==> config.mk <==
export PLATFORM = sky130hd
export DESIGN_NAME = bcg_gate_ctrl
export DESIGN_NICKNAME = d
export VERILOG_FILES = /design/src/rtl/bcg_gate_ctrl.v /design/src/rtl/bcg_sync.v
export VERILOG_INCLUDE_DIRS = /design/src /design/src/include
export SDC_FILE = /design/constraint.sdc
export NUM_CORES = 1
export LEC_CHECK = 0
export BUFFER_PORTS_ARGS = -buffer_cell sky130_fd_sc_hd__buf_2
export CAP_MARGIN = 30
export CORE_MARGIN = 2
export CORE_UTILIZATION = 50
export CTS_CLUSTER_DIAMETER = 50
export DETAILED_ROUTE_END_ITERATION = 12
export PLACE_DENSITY = 0.75
export SLEW_MARGIN = 10
export SYNTH_ARGS = -nofsm -noshare
export SYNTH_HDL_FRONTEND = slang
export SYNTH_SLANG_ARGS = --single-unit
export TNS_END_PERCENT = 100
==> constraint.sdc <==
create_clock -name CLK -period 3.75 [get_ports CLK]
set_clock_uncertainty 0.05 [all_clocks]
set_input_delay 0.5625 -clock CLK [delete_from_list [all_inputs] [get_ports CLK]]
set_output_delay 0.5625 -clock CLK [all_outputs]
set_load 0.01 [all_outputs]
==> src/include/bcg_regs.vh <==
`ifndef BCG_REGS_VH
`define BCG_REGS_VH

// ----------------------------------------
// Register byte offsets
// ----------------------------------------
`define BCG_OFS_CTRL 12'h000
`define BCG_OFS_STATUS 12'h004
`define BCG_OFS_CYC_CNT 12'h008
`define BCG_OFS_NOCMD_CNT 12'h00C

// ----------------------------------------
// Control register fields and reset value
// ----------------------------------------
`define BCG_CTRL_EN_BIT 0
`define BCG_CTRL_CLR_BIT 1
`define BCG_CTRL_RST 1'h1

// ----------------------------------------
// Status register fields
// ----------------------------------------
`define BCG_ST_STATE_LSB 0
`define BCG_ST_CMD_BIT 2
`define BCG_ST_DLY_OK_BIT 3
`define BCG_ST_SEL_BIT 4
`define BCG_ST_GATE_BIT 5
`define BCG_ST_GRANT_BIT 6
`define BCG_ST_STRAP_BIT 7

// ----------------------------------------
// Command output positions
// ----------------------------------------
`define BCG_CMD_INTA 0
`define BCG_CMD_IORD 1
`define BCG_CMD_IOWR 2
`define BCG_CMD_MRD 3
`define BCG_CMD_MWR 4

// ----------------------------------------
// Timing counts in clock edges
// ----------------------------------------
`define BCG_GRANT_EDGES 2'h3
`define BCG_RD_DELAY 2'h1
`define BCG_WR_DELAY 2'h2
`define BCG_WR_DEN_DELAY 2'h1

// ----------------------------------------
// Synchroniser reset image of the pins
// ----------------------------------------
`define BCG_PIN_RST 8'h1B

`endif

==> src/rtl/bcg_gate_ctrl.v <==
`timescale 1ns/1ps
`include "bcg_regs.vh"

// Notes on behaviour
// - Cycle select sampled at end of status state enables commands and the command-state control outputs; address strobe ignores it.
// - Unselected cycle keeps commands off and direction high; data enable off except in a high-speed write's status state.
// - Unselected cycle ignores delay, gate and ready until a new cycle starts.
// - Sampled cycle select is held internally for the rest of the cycle.
// - High-speed writes raise data enable in status state, selected or not.
// - Strap high makes the shared pin an active-low arbiter grant for tri-state.
// - Grant withdrawn floats commands and drops data enable at once.
// - Grant asserted: data enable follows at once, commands three edges later.
// - Strap low: gate falling forces commands and data enable inactive at once.
// - Gate rising restores commands and data enable to the cycle's state.
// - Selected cycle with gate low still needs ready to end.
// - Commands wait for command delay low; other outputs ignore it.
// - Command delay sampled at end of status state, then every edge.
// - Delay released: high-speed command at once, shared mode not before normal timing.
// - Ready before delay release: no command, data enable and direction end normally.
// - Shared-bus operation needs selection and grant; one controller per cycle.
// - Ready high at end of command state repeats it; low ends the cycle.
// - Shared mode delays read command one clock and write command two.
// - Address strobe in status state, except halt, independent of control inputs.
module bcg_gate_ctrl #(
   parameter CNT_W = 16
) (
   // Clock and reset.
   input wire CLK,
   input wire RST_B,
   // APB slave.
   input wire PSEL,
   input wire PENABLE,
   input wire PWRITE,
   input wire [11:0] PADDR,
   input wire [31:0] PWDATA,
   output wire [31:0] PRDATA,
   output wire PREADY,
   output wire PSLVERR,
   // Processor status and decoder inputs.
   input wire CYCLE_STATUS_HI_B,
   input wire CYCLE_STATUS_LO_B,
   input wire MEM_IO,
   input wire CYCLE_SELECT_LATCHED,
   // Control inputs.
   input wire SHARED_GATE_PIN,
   input wire COMMAND_DELAY_REQ,
   input wire READY_B,
   input wire BUS_TIMING_STRAP,
   // Command outputs, active low, three-state via enable.
   output wire [4:0] CMD_B,
   output wire CMD_OE,
   // Control outputs.
   output wire ADDR_LATCH_STROBE,
   output wire CASCADE_ENABLE_OUT,
   output wire DATA_ENABLE_OUT,
   output wire DATA_DIRECTION_OUT
);

   localparam [1:0] ST_IDLE = 2'b00;
   localparam [1:0] ST_STATUS = 2'b01;
   localparam [1:0] ST_COMMAND = 2'b10;

   // ----------------------------------------
   // Pin synchronisation
   // ----------------------------------------
   wire [7:0] pin_s;
   bcg_sync #(
      .W(8),
      .RST_VAL(`BCG_PIN_RST)
   ) u_sync (
      .clk(CLK),
      .rst_b(RST_B),
      .d({BUS_TIMING_STRAP, READY_B, COMMAND_DELAY_REQ, SHARED_GATE_PIN,
          CYCLE_SELECT_LATCHED, MEM_IO, CYCLE_STATUS_HI_B, CYCLE_STATUS_LO_B}),
      .q(pin_s)
   );

   wire s_lo_b = pin_s[0];
   wire s_hi_b = pin_s[1];
   wire s_mio = pin_s[2];
   wire sel_s = pin_s[3];
   wire gate_s = pin_s[4];
   wire command_delay_req_s = pin_s[5];
   wire ready_b_s = pin_s[6];
   wire strap_s = pin_s[7];

   reg [1:0] state_ff;
   reg [1:0] nxt_state;
   reg ctrl_en_ff;
   reg strap_ff;
   reg [1:0] strap_age_ff;
   reg sel_ff;
   reg dly_ok_ff;
   reg [1:0] tc_cnt_ff;
   reg [1:0] gcnt_ff;
   reg [4:0] kind_ff;
   reg is_rd_ff;
   reg is_wr_ff;
   reg cmd_ff;
   reg cmd_seen_ff;
   reg den_ff;
   reg dtr_ff;
   reg ale_ff;
   reg mce_ff;
   reg [CNT_W-1:0] cyc_cnt_ff;
   reg [CNT_W-1:0] nocmd_cnt_ff;
   reg [31:0] prdata_ff;

   // ----------------------------------------
   // Cycle decode from the status lines
   // ----------------------------------------
   wire status_act = ~(s_hi_b & s_lo_b);
   wire dec_halt = s_mio & ~s_hi_b & ~s_lo_b;
   wire dec_wr = s_hi_b & ~s_lo_b;
   wire dec_rd = status_act & ~dec_wr & ~dec_halt;
   reg [4:0] dec_kind;

   // One-hot command choice for the cycle type being started.
   always @* begin
      dec_kind = 5'h00;
      if (!s_mio && !s_hi_b && !s_lo_b) begin
         dec_kind[`BCG_CMD_INTA] = 1'b1;
      end else if (!s_mio && !s_hi_b) begin
         dec_kind[`BCG_CMD_IORD] = 1'b1;
      end else if (!s_mio && !s_lo_b) begin
         dec_kind[`BCG_CMD_IOWR] = 1'b1;
      end else if (s_mio && s_lo_b && !s_hi_b) begin
         dec_kind[`BCG_CMD_MRD] = 1'b1;
      end else if (s_mio && s_hi_b && !s_lo_b) begin
         dec_kind[`BCG_CMD_MWR] = 1'b1;
      end
   end

   // ----------------------------------------
   // Bus state sequencing
   // ----------------------------------------
   wire start_ok = status_act & ctrl_en_ff;
   wire cyc_end = (state_ff == ST_COMMAND) & ~ready_b_s;

   // Halt and unselected cycles drop to idle, so every control input
   // is ignored until the status lines open the next cycle.
   always @* begin
      nxt_state = state_ff;
      case (state_ff)
         ST_IDLE: begin
            if (start_ok) begin
               nxt_state = ST_STATUS;
            end
         end
         ST_STATUS: begin
            if (!is_rd_ff && !is_wr_ff) begin
               nxt_state = ST_IDLE;
            end else if (!sel_s) begin
               nxt_state = ST_IDLE;
            end else begin
               nxt_state = ST_COMMAND;
            end
         end
         ST_COMMAND: begin
            // Ready is still required even when the gate holds commands off.
            if (cyc_end) begin
               nxt_state = start_ok ? ST_STATUS : ST_IDLE;
            end
         end
         default: begin
            nxt_state = ST_IDLE;
         end
      endcase
   end

   wire enter_ts = (nxt_state == ST_STATUS);
   wire next_tc = (nxt_state == ST_COMMAND);
   wire next_rd = enter_ts ? dec_rd : is_rd_ff;
   wire next_wr = enter_ts ? dec_wr : is_wr_ff;
   wire next_inta = enter_ts ? dec_kind[`BCG_CMD_INTA] : kind_ff[`BCG_CMD_INTA];
   wire [1:0] nxt_tc_cnt = (state_ff == ST_COMMAND && tc_cnt_ff != 2'h3) ?
                           tc_cnt_ff + 2'h1 : ((state_ff == ST_COMMAND) ? tc_cnt_ff : 2'h0);
   wire [1:0] cmd_need = !strap_ff ? 2'h0 :
                         (is_wr_ff ? `BCG_WR_DELAY : `BCG_RD_DELAY);
   wire dly_clear = (~command_delay_req_s) | dly_ok_ff;
   wire nxt_cmd = next_tc & dly_clear & (nxt_tc_cnt >= cmd_need);
   wire den_wr_tc = ~strap_ff | (nxt_tc_cnt >= `BCG_WR_DEN_DELAY);
   // High-speed writes open the data path in the status state already.
   wire strap_ctl_pending = strap_ff;
   wire nxt_den = (enter_ts & next_wr & ~strap_ctl_pending) |
                  (next_tc & (next_rd | (next_wr & den_wr_tc)));

   // ----------------------------------------
   // Cycle registers
   // ----------------------------------------
   // The select level is caught once and held, so the decoder may change.
   always @(posedge CLK or negedge RST_B) begin
      if (!RST_B) begin
         state_ff <= ST_IDLE;
         kind_ff <= 5'h00;
         is_rd_ff <= 1'b0;
         is_wr_ff <= 1'b0;
         sel_ff <= 1'b0;
         dly_ok_ff <= 1'b0;
         tc_cnt_ff <= 2'h0;
         cmd_ff <= 1'b0;
         cmd_seen_ff <= 1'b0;
         den_ff <= 1'b0;
         dtr_ff <= 1'b1;
         ale_ff <= 1'b0;
         mce_ff <= 1'b0;
      end else begin
         state_ff <= nxt_state;
         tc_cnt_ff <= nxt_tc_cnt;
         if (enter_ts) begin
            kind_ff <= dec_kind;
            is_rd_ff <= dec_rd;
            is_wr_ff <= dec_wr;
            sel_ff <= 1'b0;
            dly_ok_ff <= 1'b0;
            cmd_seen_ff <= 1'b0;
         end else begin
            if (state_ff == ST_STATUS) begin
               sel_ff <= sel_s;
            end
            if (next_tc && !command_delay_req_s) begin
               dly_ok_ff <= 1'b1;
            end
            if (nxt_cmd) begin
               cmd_seen_ff <= 1'b1;
            end
         end
         cmd_ff <= nxt_cmd;
         den_ff <= nxt_den;
         dtr_ff <= ~(next_tc & next_rd);
         ale_ff <= enter_ts & (next_rd | next_wr);
         mce_ff <= next_inta & (enter_ts | (next_tc && state_ff == ST_STATUS));
      end
   end

   // ----------------------------------------
   // Strap capture and grant timing
   // ----------------------------------------
   // The strap is followed until the synchroniser has flushed its reset
   // image, then frozen; later changes of the pin are not followed.
   always @(posedge CLK or negedge RST_B) begin
      if (!RST_B) begin
         strap_ff <= 1'b0;
         strap_age_ff <= 2'h0;
         gcnt_ff <= 2'h0;
      end else begin
         if (strap_age_ff != 2'h3) begin
            strap_ff <= strap_s;
            strap_age_ff <= strap_age_ff + 2'h1;
         end
         if (gate_s) begin
            gcnt_ff <= 2'h0;
         end else if (gcnt_ff != `BCG_GRANT_EDGES) begin
            gcnt_ff <= gcnt_ff + 2'h1;
         end
      end
   end

   // ----------------------------------------
   // Output gating by the shared pin
   // ----------------------------------------
   // Gating is combinational on the synchronised pin, so it acts without
   // waiting for the cycle logic, at the cost of the two-stage latency.
   wire grant_ok = ~gate_s & (gcnt_ff == `BCG_GRANT_EDGES);
   wire cmd_live = strap_ff ? (cmd_ff & sel_ff) : (cmd_ff & sel_ff & gate_s);
   wire den_live = strap_ff ? (den_ff & ~gate_s) : (den_ff & gate_s);
   wire den_sel = den_ff & (sel_ff | state_ff != ST_COMMAND);

   assign CMD_B = ~(kind_ff & {5{cmd_live}});
   assign CMD_OE = strap_ff ? grant_ok : 1'b1;
   assign DATA_ENABLE_OUT = den_live & den_sel;
   assign DATA_DIRECTION_OUT = dtr_ff;
   assign ADDR_LATCH_STROBE = ale_ff;
   assign CASCADE_ENABLE_OUT = mce_ff;

   // ----------------------------------------
   // APB register file
   // ----------------------------------------
   wire apb_setup = PSEL & ~PENABLE;
   wire apb_wr = PSEL & PENABLE & PWRITE;
   wire hit_ctrl = (PADDR == `BCG_OFS_CTRL);
   wire hit_status = (PADDR == `BCG_OFS_STATUS);
   wire hit_cyc = (PADDR == `BCG_OFS_CYC_CNT);
   wire hit_nocmd = (PADDR == `BCG_OFS_NOCMD_CNT);
   wire mapped = hit_ctrl | hit_status | hit_cyc | hit_nocmd;
   wire cnt_clr = apb_wr & hit_ctrl & PWDATA[`BCG_CTRL_CLR_BIT];
   wire nocmd_evt = cyc_end & ~cmd_seen_ff;
   reg [31:0] rd_mux;

   // Read data is picked from the address during setup.
   always @* begin
      rd_mux = 32'h0000_0000;
      if (hit_ctrl) begin
         rd_mux[`BCG_CTRL_EN_BIT] = ctrl_en_ff;
      end else if (hit_status) begin
         rd_mux[`BCG_ST_STATE_LSB+1:`BCG_ST_STATE_LSB] = state_ff;
         rd_mux[`BCG_ST_CMD_BIT] = cmd_live;
         rd_mux[`BCG_ST_DLY_OK_BIT] = dly_ok_ff;
         rd_mux[`BCG_ST_SEL_BIT] = sel_ff;
         rd_mux[`BCG_ST_GATE_BIT] = gate_s;
         rd_mux[`BCG_ST_GRANT_BIT] = grant_ok;
         rd_mux[`BCG_ST_STRAP_BIT] = strap_ff;
      end else if (hit_cyc) begin
         rd_mux[CNT_W-1:0] = cyc_cnt_ff;
      end else if (hit_nocmd) begin
         rd_mux[CNT_W-1:0] = nocmd_cnt_ff;
      end
   end

   // Counters favour a same-cycle event over a software clear.
   always @(posedge CLK or negedge RST_B) begin
      if (!RST_B) begin
         ctrl_en_ff <= `BCG_CTRL_RST;
         cyc_cnt_ff <= {CNT_W{1'b0}};
         nocmd_cnt_ff <= {CNT_W{1'b0}};
         prdata_ff <= 32'h0000_0000;
      end else begin
         if (apb_wr && hit_ctrl) begin
            ctrl_en_ff <= PWDATA[`BCG_CTRL_EN_BIT];
         end
         if (apb_setup) begin
            prdata_ff <= rd_mux;
         end
         if (cnt_clr) begin
            cyc_cnt_ff <= {{(CNT_W-1){1'b0}}, cyc_end};
            nocmd_cnt_ff <= {{(CNT_W-1){1'b0}}, nocmd_evt};
         end else begin
            if (cyc_end) begin
               cyc_cnt_ff <= cyc_cnt_ff + {{(CNT_W-1){1'b0}}, 1'b1};
            end
            if (nocmd_evt) begin
               nocmd_cnt_ff <= nocmd_cnt_ff + {{(CNT_W-1){1'b0}}, 1'b1};
            end
         end
      end
   end

   // Zero-wait slave; an unmapped address answers with an error.
   assign PREADY = 1'b1;
   assign PSLVERR = PSEL & PENABLE & ~mapped;
   assign PRDATA = prdata_ff;

endmodule

==> src/rtl/bcg_sync.v <==
`timescale 1ns/1ps

module bcg_sync #(
   parameter W = 8,
   parameter [W-1:0] RST_VAL = {W{1'b0}}
) (
   // Clock and reset.
   input wire clk,
   input wire rst_b,
   // Asynchronous pins in, synchronised levels out.
   input wire [W-1:0] d,
   output wire [W-1:0] q
);

   // ----------------------------------------
   // Two-stage synchroniser per bit
   // ----------------------------------------
   genvar i;
   generate
      for (i = 0; i < W; i = i + 1) begin : g_bit
         reg meta_ff;
         reg sync_ff;
         // Only the second stage is visible; the first may be metastable.
         always @(posedge clk or negedge rst_b) begin
            if (!rst_b) begin
               meta_ff <= RST_VAL[i];
               sync_ff <= RST_VAL[i];
            end else begin
               meta_ff <= d[i];
               sync_ff <= meta_ff;
            end
         end
         assign q[i] = sync_ff;
      end
   endgenerate

endmodule

Word-level counts from Yosys, hierarchy flattened
Index checks and enable logic that the tools add are counted.
{ "op_classes": {"eq_ne": 12, "n_lt_le_gt_ge": 2, "bitwise_logic": 56, "addsub": 5, "n_reduce_logical": 26, "mux": 43} }
{ "ops": {"columns": ["op", "n"], "rows": [
  ["two-way mux 16 bit", 6],
  ["adder 16 x 1 -> 16 bit, second input constant", 2],
  ["bitwise AND 1 bit", 31],
  ["equality test 12 x 4 -> 1 bit, second input constant", 2],
  ["two-way mux 2 bit", 11],
  ["two-way mux 1 bit", 20],
  ["two-way mux 8 bit", 2],
  ["two-way mux 15 bit", 1],
  ["inverter 1 bit", 13],
  ["equality test 12 x 3 -> 1 bit, second input constant", 1],
  ["logical AND 1 bit", 12],
  ["zero test 12 bit", 1],
  ["nonzero test 2 bit", 6],
  ["OR 1 bit", 10],
  ["!= test 2 bit, second input constant", 4],
  ["adder 2 x 1 -> 2 bit, second input constant", 3],
  ["equality test 2 bit, second input constant", 3],
  ["zero test 1 bit", 6],
  ["case mux 2 bit (3 select lines)", 1],
  ["bitwise AND 5 bit", 1],
  ["inverter 5 bit", 1],
  ["equality test 2 x 1 -> 1 bit, second input constant", 2],
  ["two-way mux 4 bit", 1],
  ["two-way mux 3 bit", 1],
  ["3 further kinds", 3]
]} }
{ "totals": {"regBits": 89, "out_inout_bits": 44, "in_bits": 57, "word_cells": 180} }

Logic depth before layout (Yosys ltp)
{ "depth": {"word_depth": 12, "mapped_depth": 9, "ltp_nobuf": 9} }

Cells and area by module
From an unflattened synthesis, not the netlist that was laid out.
{ "hier_totals": {"cells_unflattened": 410, "hier_area_um2": 4281.6} }
{ "modules_own_cells": {"columns": ["module", "seq_area_each_um2", "cells_each", "instances", "area_each_um2"], "rows": [
  ["bcg_gate_ctrl", 1829.3, 386, 1, 3811.2],
  ["bcg_sync", 410.4, 24, 1, 470.5]
]} }

Least setup slack after synthesis
OpenSTA, ideal clock, no wires.
{ "synth_timing": {"path_kind": "input to output", "startpoint": "input port PADDR[5]", "endpoint": "output port PSLVERR", "path_buffers": 0, "required_time_ns": 3.137, "path_stages": 3, "setup_slack_ns": 1.841, "t_arrival_ns": 1.296, "cell_sequence": "nor4_1 > nand3_1 > and2_1"} }
{ "synth_between": {"elab_chain_cells": 6, "elab_cells_between_ends": 9, "cone_classes": "3 x eq/ne; 5 x bitwise; 1 x reduce/logical"} }
{ "synth_lines": {"columns": ["element", "line_no", "source"], "rows": [
  ["start, declared", "bcg_gate_ctrl.v:34", "input wire [11:0] PADDR,"],
  ["equality test 12 x 3 -> 1 bit (no source line) or zero test 12 bit (tied branches)", null, null],
  ["OR 1 bit (2 in series)", "bcg_gate_ctrl.v:285", "wire mapped = hit_ctrl | hit_status | hit_cyc | hit_nocmd;"],
  ["OR 1 bit (*)", "bcg_gate_ctrl.v:285", null],
  ["inverter 1 bit (*)", "bcg_gate_ctrl.v:340", "assign PSLVERR = PSEL & PENABLE & ~mapped;"],
  ["bitwise AND 1 bit (*)", "bcg_gate_ctrl.v:340", null],
  ["end, declared", "bcg_gate_ctrl.v:38", "output wire PSLVERR,"]
]} }
Mark *: on every way between the ends. The rest lies on a longest branch, timed or not.

Worst setup path after layout
Ends and elaborated chain as after synthesis.

==> qor.tcl <==
set qor(status) {finished, final reports clean}
set qor(cts_htree_levels) 3
set qor(synth.yosys.warnings) 0
set qor(core.rowCount) 33
set qor(worst_hold_path_type) {input port to asynchronous set/reset pin}
set qor(final_min_period_over_clock_period_pct) 62.8
set qor(routed_antenna_nets) 0
set qor(area_growth_pct) 12.4
set qor(max_clock_freq_ghz) 0.424
set qor(place_area_um2) 4540
set qor(detailedRoute.firstIterationViolations) 202
set qor(setup.worst_path.class) {input port to output port}
set qor(io_buffer_count) 53
set qor(maximum_number_of_pins_on_one_net_before_global_route_repair) 68
set qor(synth.area.top_cells) {dfrtp_1 46%, dfstp_2 6.2%, nand2_1 3.2%, buf_4 3.0%, a22o_1 2.7%}
set qor(cp_data_required_time_ns) 3.14
set qor(timing.critical_path.fanout_max) 7
set qor(clk_pin_slew_worst_paths_ns) 0.09
set qor(max_slew_margin_pct) 40.7
set qor(global_route.usage.met3_pct) 4.39
set qor(clk_latency_ns) 0.37
set qor(cts_setup_buffers) 0
set qor(die_width_um) 96.3
set qor(number_of_nets_at_the_end_of_the_flow) 512
set qor(finalCriticalPeriod_ns) 2.36
set qor(worst_ir_drop_vdd_mv) 0.285
set qor(hold_viol_final) 0
set qor(syn_area_um2) 4260
set qor(synthDominantCellAreaShare_pct) 46.4
set qor(count_of_pins_on_the_block_boundary) 101
set qor(critical_path.most_common_cell) {buf_2}
set qor(global_route.usage.total_pct) 21.1
set qor(synth_enable_flop_cells) 0
set qor(cp.arrival_ns) 1.74
set qor(tritoncts.num_buffers) 9
set qor(cts_buffer_depth) 2
set qor(drv_cap) 0
set qor(cp.buffers_inverters) 2
set qor(yosys_most_used_dff) {dfrtp_1}
set qor(finish.instance_area_um2) 4790
set qor(powerDensity_nw_per_um2) 394
set qor(critical_path.startpoint_type) {input port}
set qor(first_pass_grt_wire_length_mm) 14.6
set qor(tightestPinTransition_ns) 0.883
set qor(grt_util_met1_pct) 27.6
set qor(gr-total-overflow) 0
set qor(cp_cell_sequence) {buf_2 -> nor4_1 -> nand3_1 -> and2_1 -> buf_2}
set qor(critPathSlowestCell) {nor4_1}
set qor(crit_family) {simple AND/OR/NAND/NOR gates}
set qor(drt_pre_antenna_iters) 5
set qor(design.core.area_um2) 8260
set qor(detailroute.via_count) 3132
set qor(setup-violations-final) 0
set qor(vias_per_cell) 5.61
set qor(postSynth.asyncResetShare_pct) 100
set qor(syn_inst) 398
set qor(crit_path_max_incr_delay_ns) 0.35
set qor(initial_core_util_pct) 51.6
set qor(grt.busiest_layer) {met2}
set qor(die_area_um2) 9280
set qor(rsz_0062_raised_after_global_routing) {false}
set qor(share_of_synthesized_area_occupied_by_flip_flops_and_latches_pct) 52.6
set qor(holdBufCountCts) 0
set qor(cts_resized) 0
set qor(floorplan.die.height_um) 96.3
set qor(postRouteWirelength_mm) 8.86
set qor(layout-drive-gt1-share_pct) 21.4
set qor(static-leakage-power_nw) 2.16
set qor(antennaDiodeCount) 0
set qor(global_route.usage.met2_pct) 33.4
set qor(grt_pass1_vias) 3083
set qor(timing.critical_path.to_type) {output port}
set qor(final_weighted_congestion_in_routability_driven_placement) 0.945
set qor(final-max-slew-violation-count) 0
set qor(post-route-drc-count) 0
set qor(grt_antenna_before_repair) 0
set qor(fill_cell_instance_count_of_the_final_layout) 726
set qor(layout.core_utilization_pct) 58.0
set qor(post_drt_wl_per_cell_um) 15.9
set qor(postSynthAreaPerCell_um2) 10.7
set qor(dp_hpwl_mm) 6.24
set qor(clock_sinks) 89
set qor(total_negative_setup_slack_ns) 0
set qor(synth_area_leader_cell) {dfrtp_1}
set qor(post_synth_num_cell_types) 51
set qor(yosys_register_bits) 89
set qor(cts_tree) {built}
set qor(cts_root_buffer) {clkbuf_8}
## cell usage after synthesis (all sizes together), types with 2 or more instances
library cell  count
o41ai             2
o211a             2
buf              21
nand4            12
a21oi            16
nor3              4
mux2i            11
and3              4
nand4bb           2
nor2             26
nand2b            8
and2              4
o21ai            22
xnor2            12
nor4              8
o31ai             9
conb              2
ha                7
mux2              9
clkbuf           10
inv              10
a22o             14
dfrtp            79
nand2            36
or4               9
xor2              9
or3               8
dfstp            10
o21a              2
nand3            12
nor2b             5
## logic make-up after synthesis
group | share of synthesized area, %
AND/OR/NAND/NOR | 18.6
buffers and inverters | 5.34
AO/OA/AOI/OAI | 11.5
adder cells (fa/ha/maj) | 2.06
flip-flops | 52.6
XOR/XNOR | 4.32
multiplexers | 5.49
other | 0.176
## where the power goes
group	internal, W	total [W]	switching (W)
combinational	0.0000352	0.0000928	0.0000577
sequential	0.000978	0.000990	0.0000126
clock	0.000449	0.000807	0.000357
total	0.00146	0.00189	0.000427
## worst reg2reg max path, stage by stage (launching register included)
cell     delay, ns
dfrtp_1       0.56
nor3b_4       0.40
nand4_1       0.37
or4_1         0.57
a21oi_1       0.15
## registers in the layout (all words and copies together) (netlist names), 2 cells and up
signal	count
PRDATA	16
gcnt_ff	2
cyc_cnt_ff	16
u_sync.g_bit.sync_ff	8
u_sync.g_bit.meta_ff	8
state_ff	2
nocmd_cnt_ff	16
kind_ff	5
strap_age_ff	2
tc_cnt_ff	2
## stage by stage
| stage | setup slack, ns | cells | hold WS (ns) | total power [W] |
|---|---|---|---|---|
| floorplan | 1.84 | 413 | 0.217 | 0.00107 |
| global placement | 1.31 | 542 | 0.283 | 0.00110 |
| detailed placement | 1.23 | 542 | 0.286 | 0.00110 |
| CTS | 1.39 | 558 | 0.214 | 0.00192 |
| global route | 1.16 | 558 | 0.206 | 0.00196 |
| finish | 1.39 | 558 | 0.225 | 0.00189 |
## placed cells by master, fill, tap and decap left out, types with 3 or more instances in the layout
| cell | count |
|---|---|
| and3_1 | 4 |
| o21ai_0 | 14 |
| mux2i_1 | 11 |
| ha_1 | 7 |
| buf_2 | 52 |
| and2_1 | 4 |
| a22o_1 | 13 |
| clkbuf_8 | 9 |
| nand2_1 | 36 |
| a21oi_1 | 16 |
| o31ai_1 | 9 |
| nor3_1 | 4 |
| xor2_1 | 9 |
| xnor2_1 | 12 |
| dfstp_2 | 10 |
| nand2b_1 | 8 |
| buf_4 | 3 |
| bufinv_16 | 3 |
| nor4_1 | 8 |
| nor2_1 | 26 |
| conb_1 | 17 |
| nor2b_1 | 5 |
| or4_1 | 8 |
| dfrtp_1 | 79 |
| inv_1 | 10 |
| o21ai_1 | 8 |
| or3_1 | 8 |
| nand4_1 | 11 |
| mux2_2 | 9 |
| nand3_1 | 12 |
## metal layers
layer | vias up | part of all wire, % | routed length [µm]
met5 | - | 0 | 0
met3 | 22 | 5.9 | 524
met2 | 103 | 47 | 4160
li1 | 1501 | - | -
met4 | 0 | 2.7 | 242
met1 | 1506 | 44 | 3940
## path summary, 6_finish.rpt
check / from / endpoint / slack, ns / cells past startpoint
max: PADDR[5] / PSLVERR / 1.39 / 5
min: RST_B / PRDATA[13]$_DFFE_PN0P_ / 0.23 / 1
max reg2reg: state_ff[1]$_DFF_PN0_ / nocmd_cnt_ff[11]$_DFFE_PN0P_ / 1.59 / 4
min reg2reg: u_sync.g_bit[2].meta_ff$_DFF_PN0_ / u_sync.g_bit[2].sync_ff$_DFF_PN0_ / 0.30 / 0
max in group asynchronous: RST_B / nocmd_cnt_ff[6]$_DFFE_PN0P_ / 2.61 / 2
min in group CLK: SHARED_GATE_PIN / u_sync.g_bit[4].meta_ff$_DFF_PN1_ / 0.23 / 1
## layout make-up
type | count | area [µm²] | share of cell area, %
flip-flops and latches | 89 | 2240 | 46.7
multi-input cells | 283 | 1850 | 38.6
repair buffers | 55 | 283 | 5.90
well taps | 105 | 131 | 2.74
clock inverters | 7 | 125 | 2.61
clock buffers | 9 | 124 | 2.59
inverters | 10 | 37.5 | 0.783
Note: power is estimated with default switching activity, not from simulation.
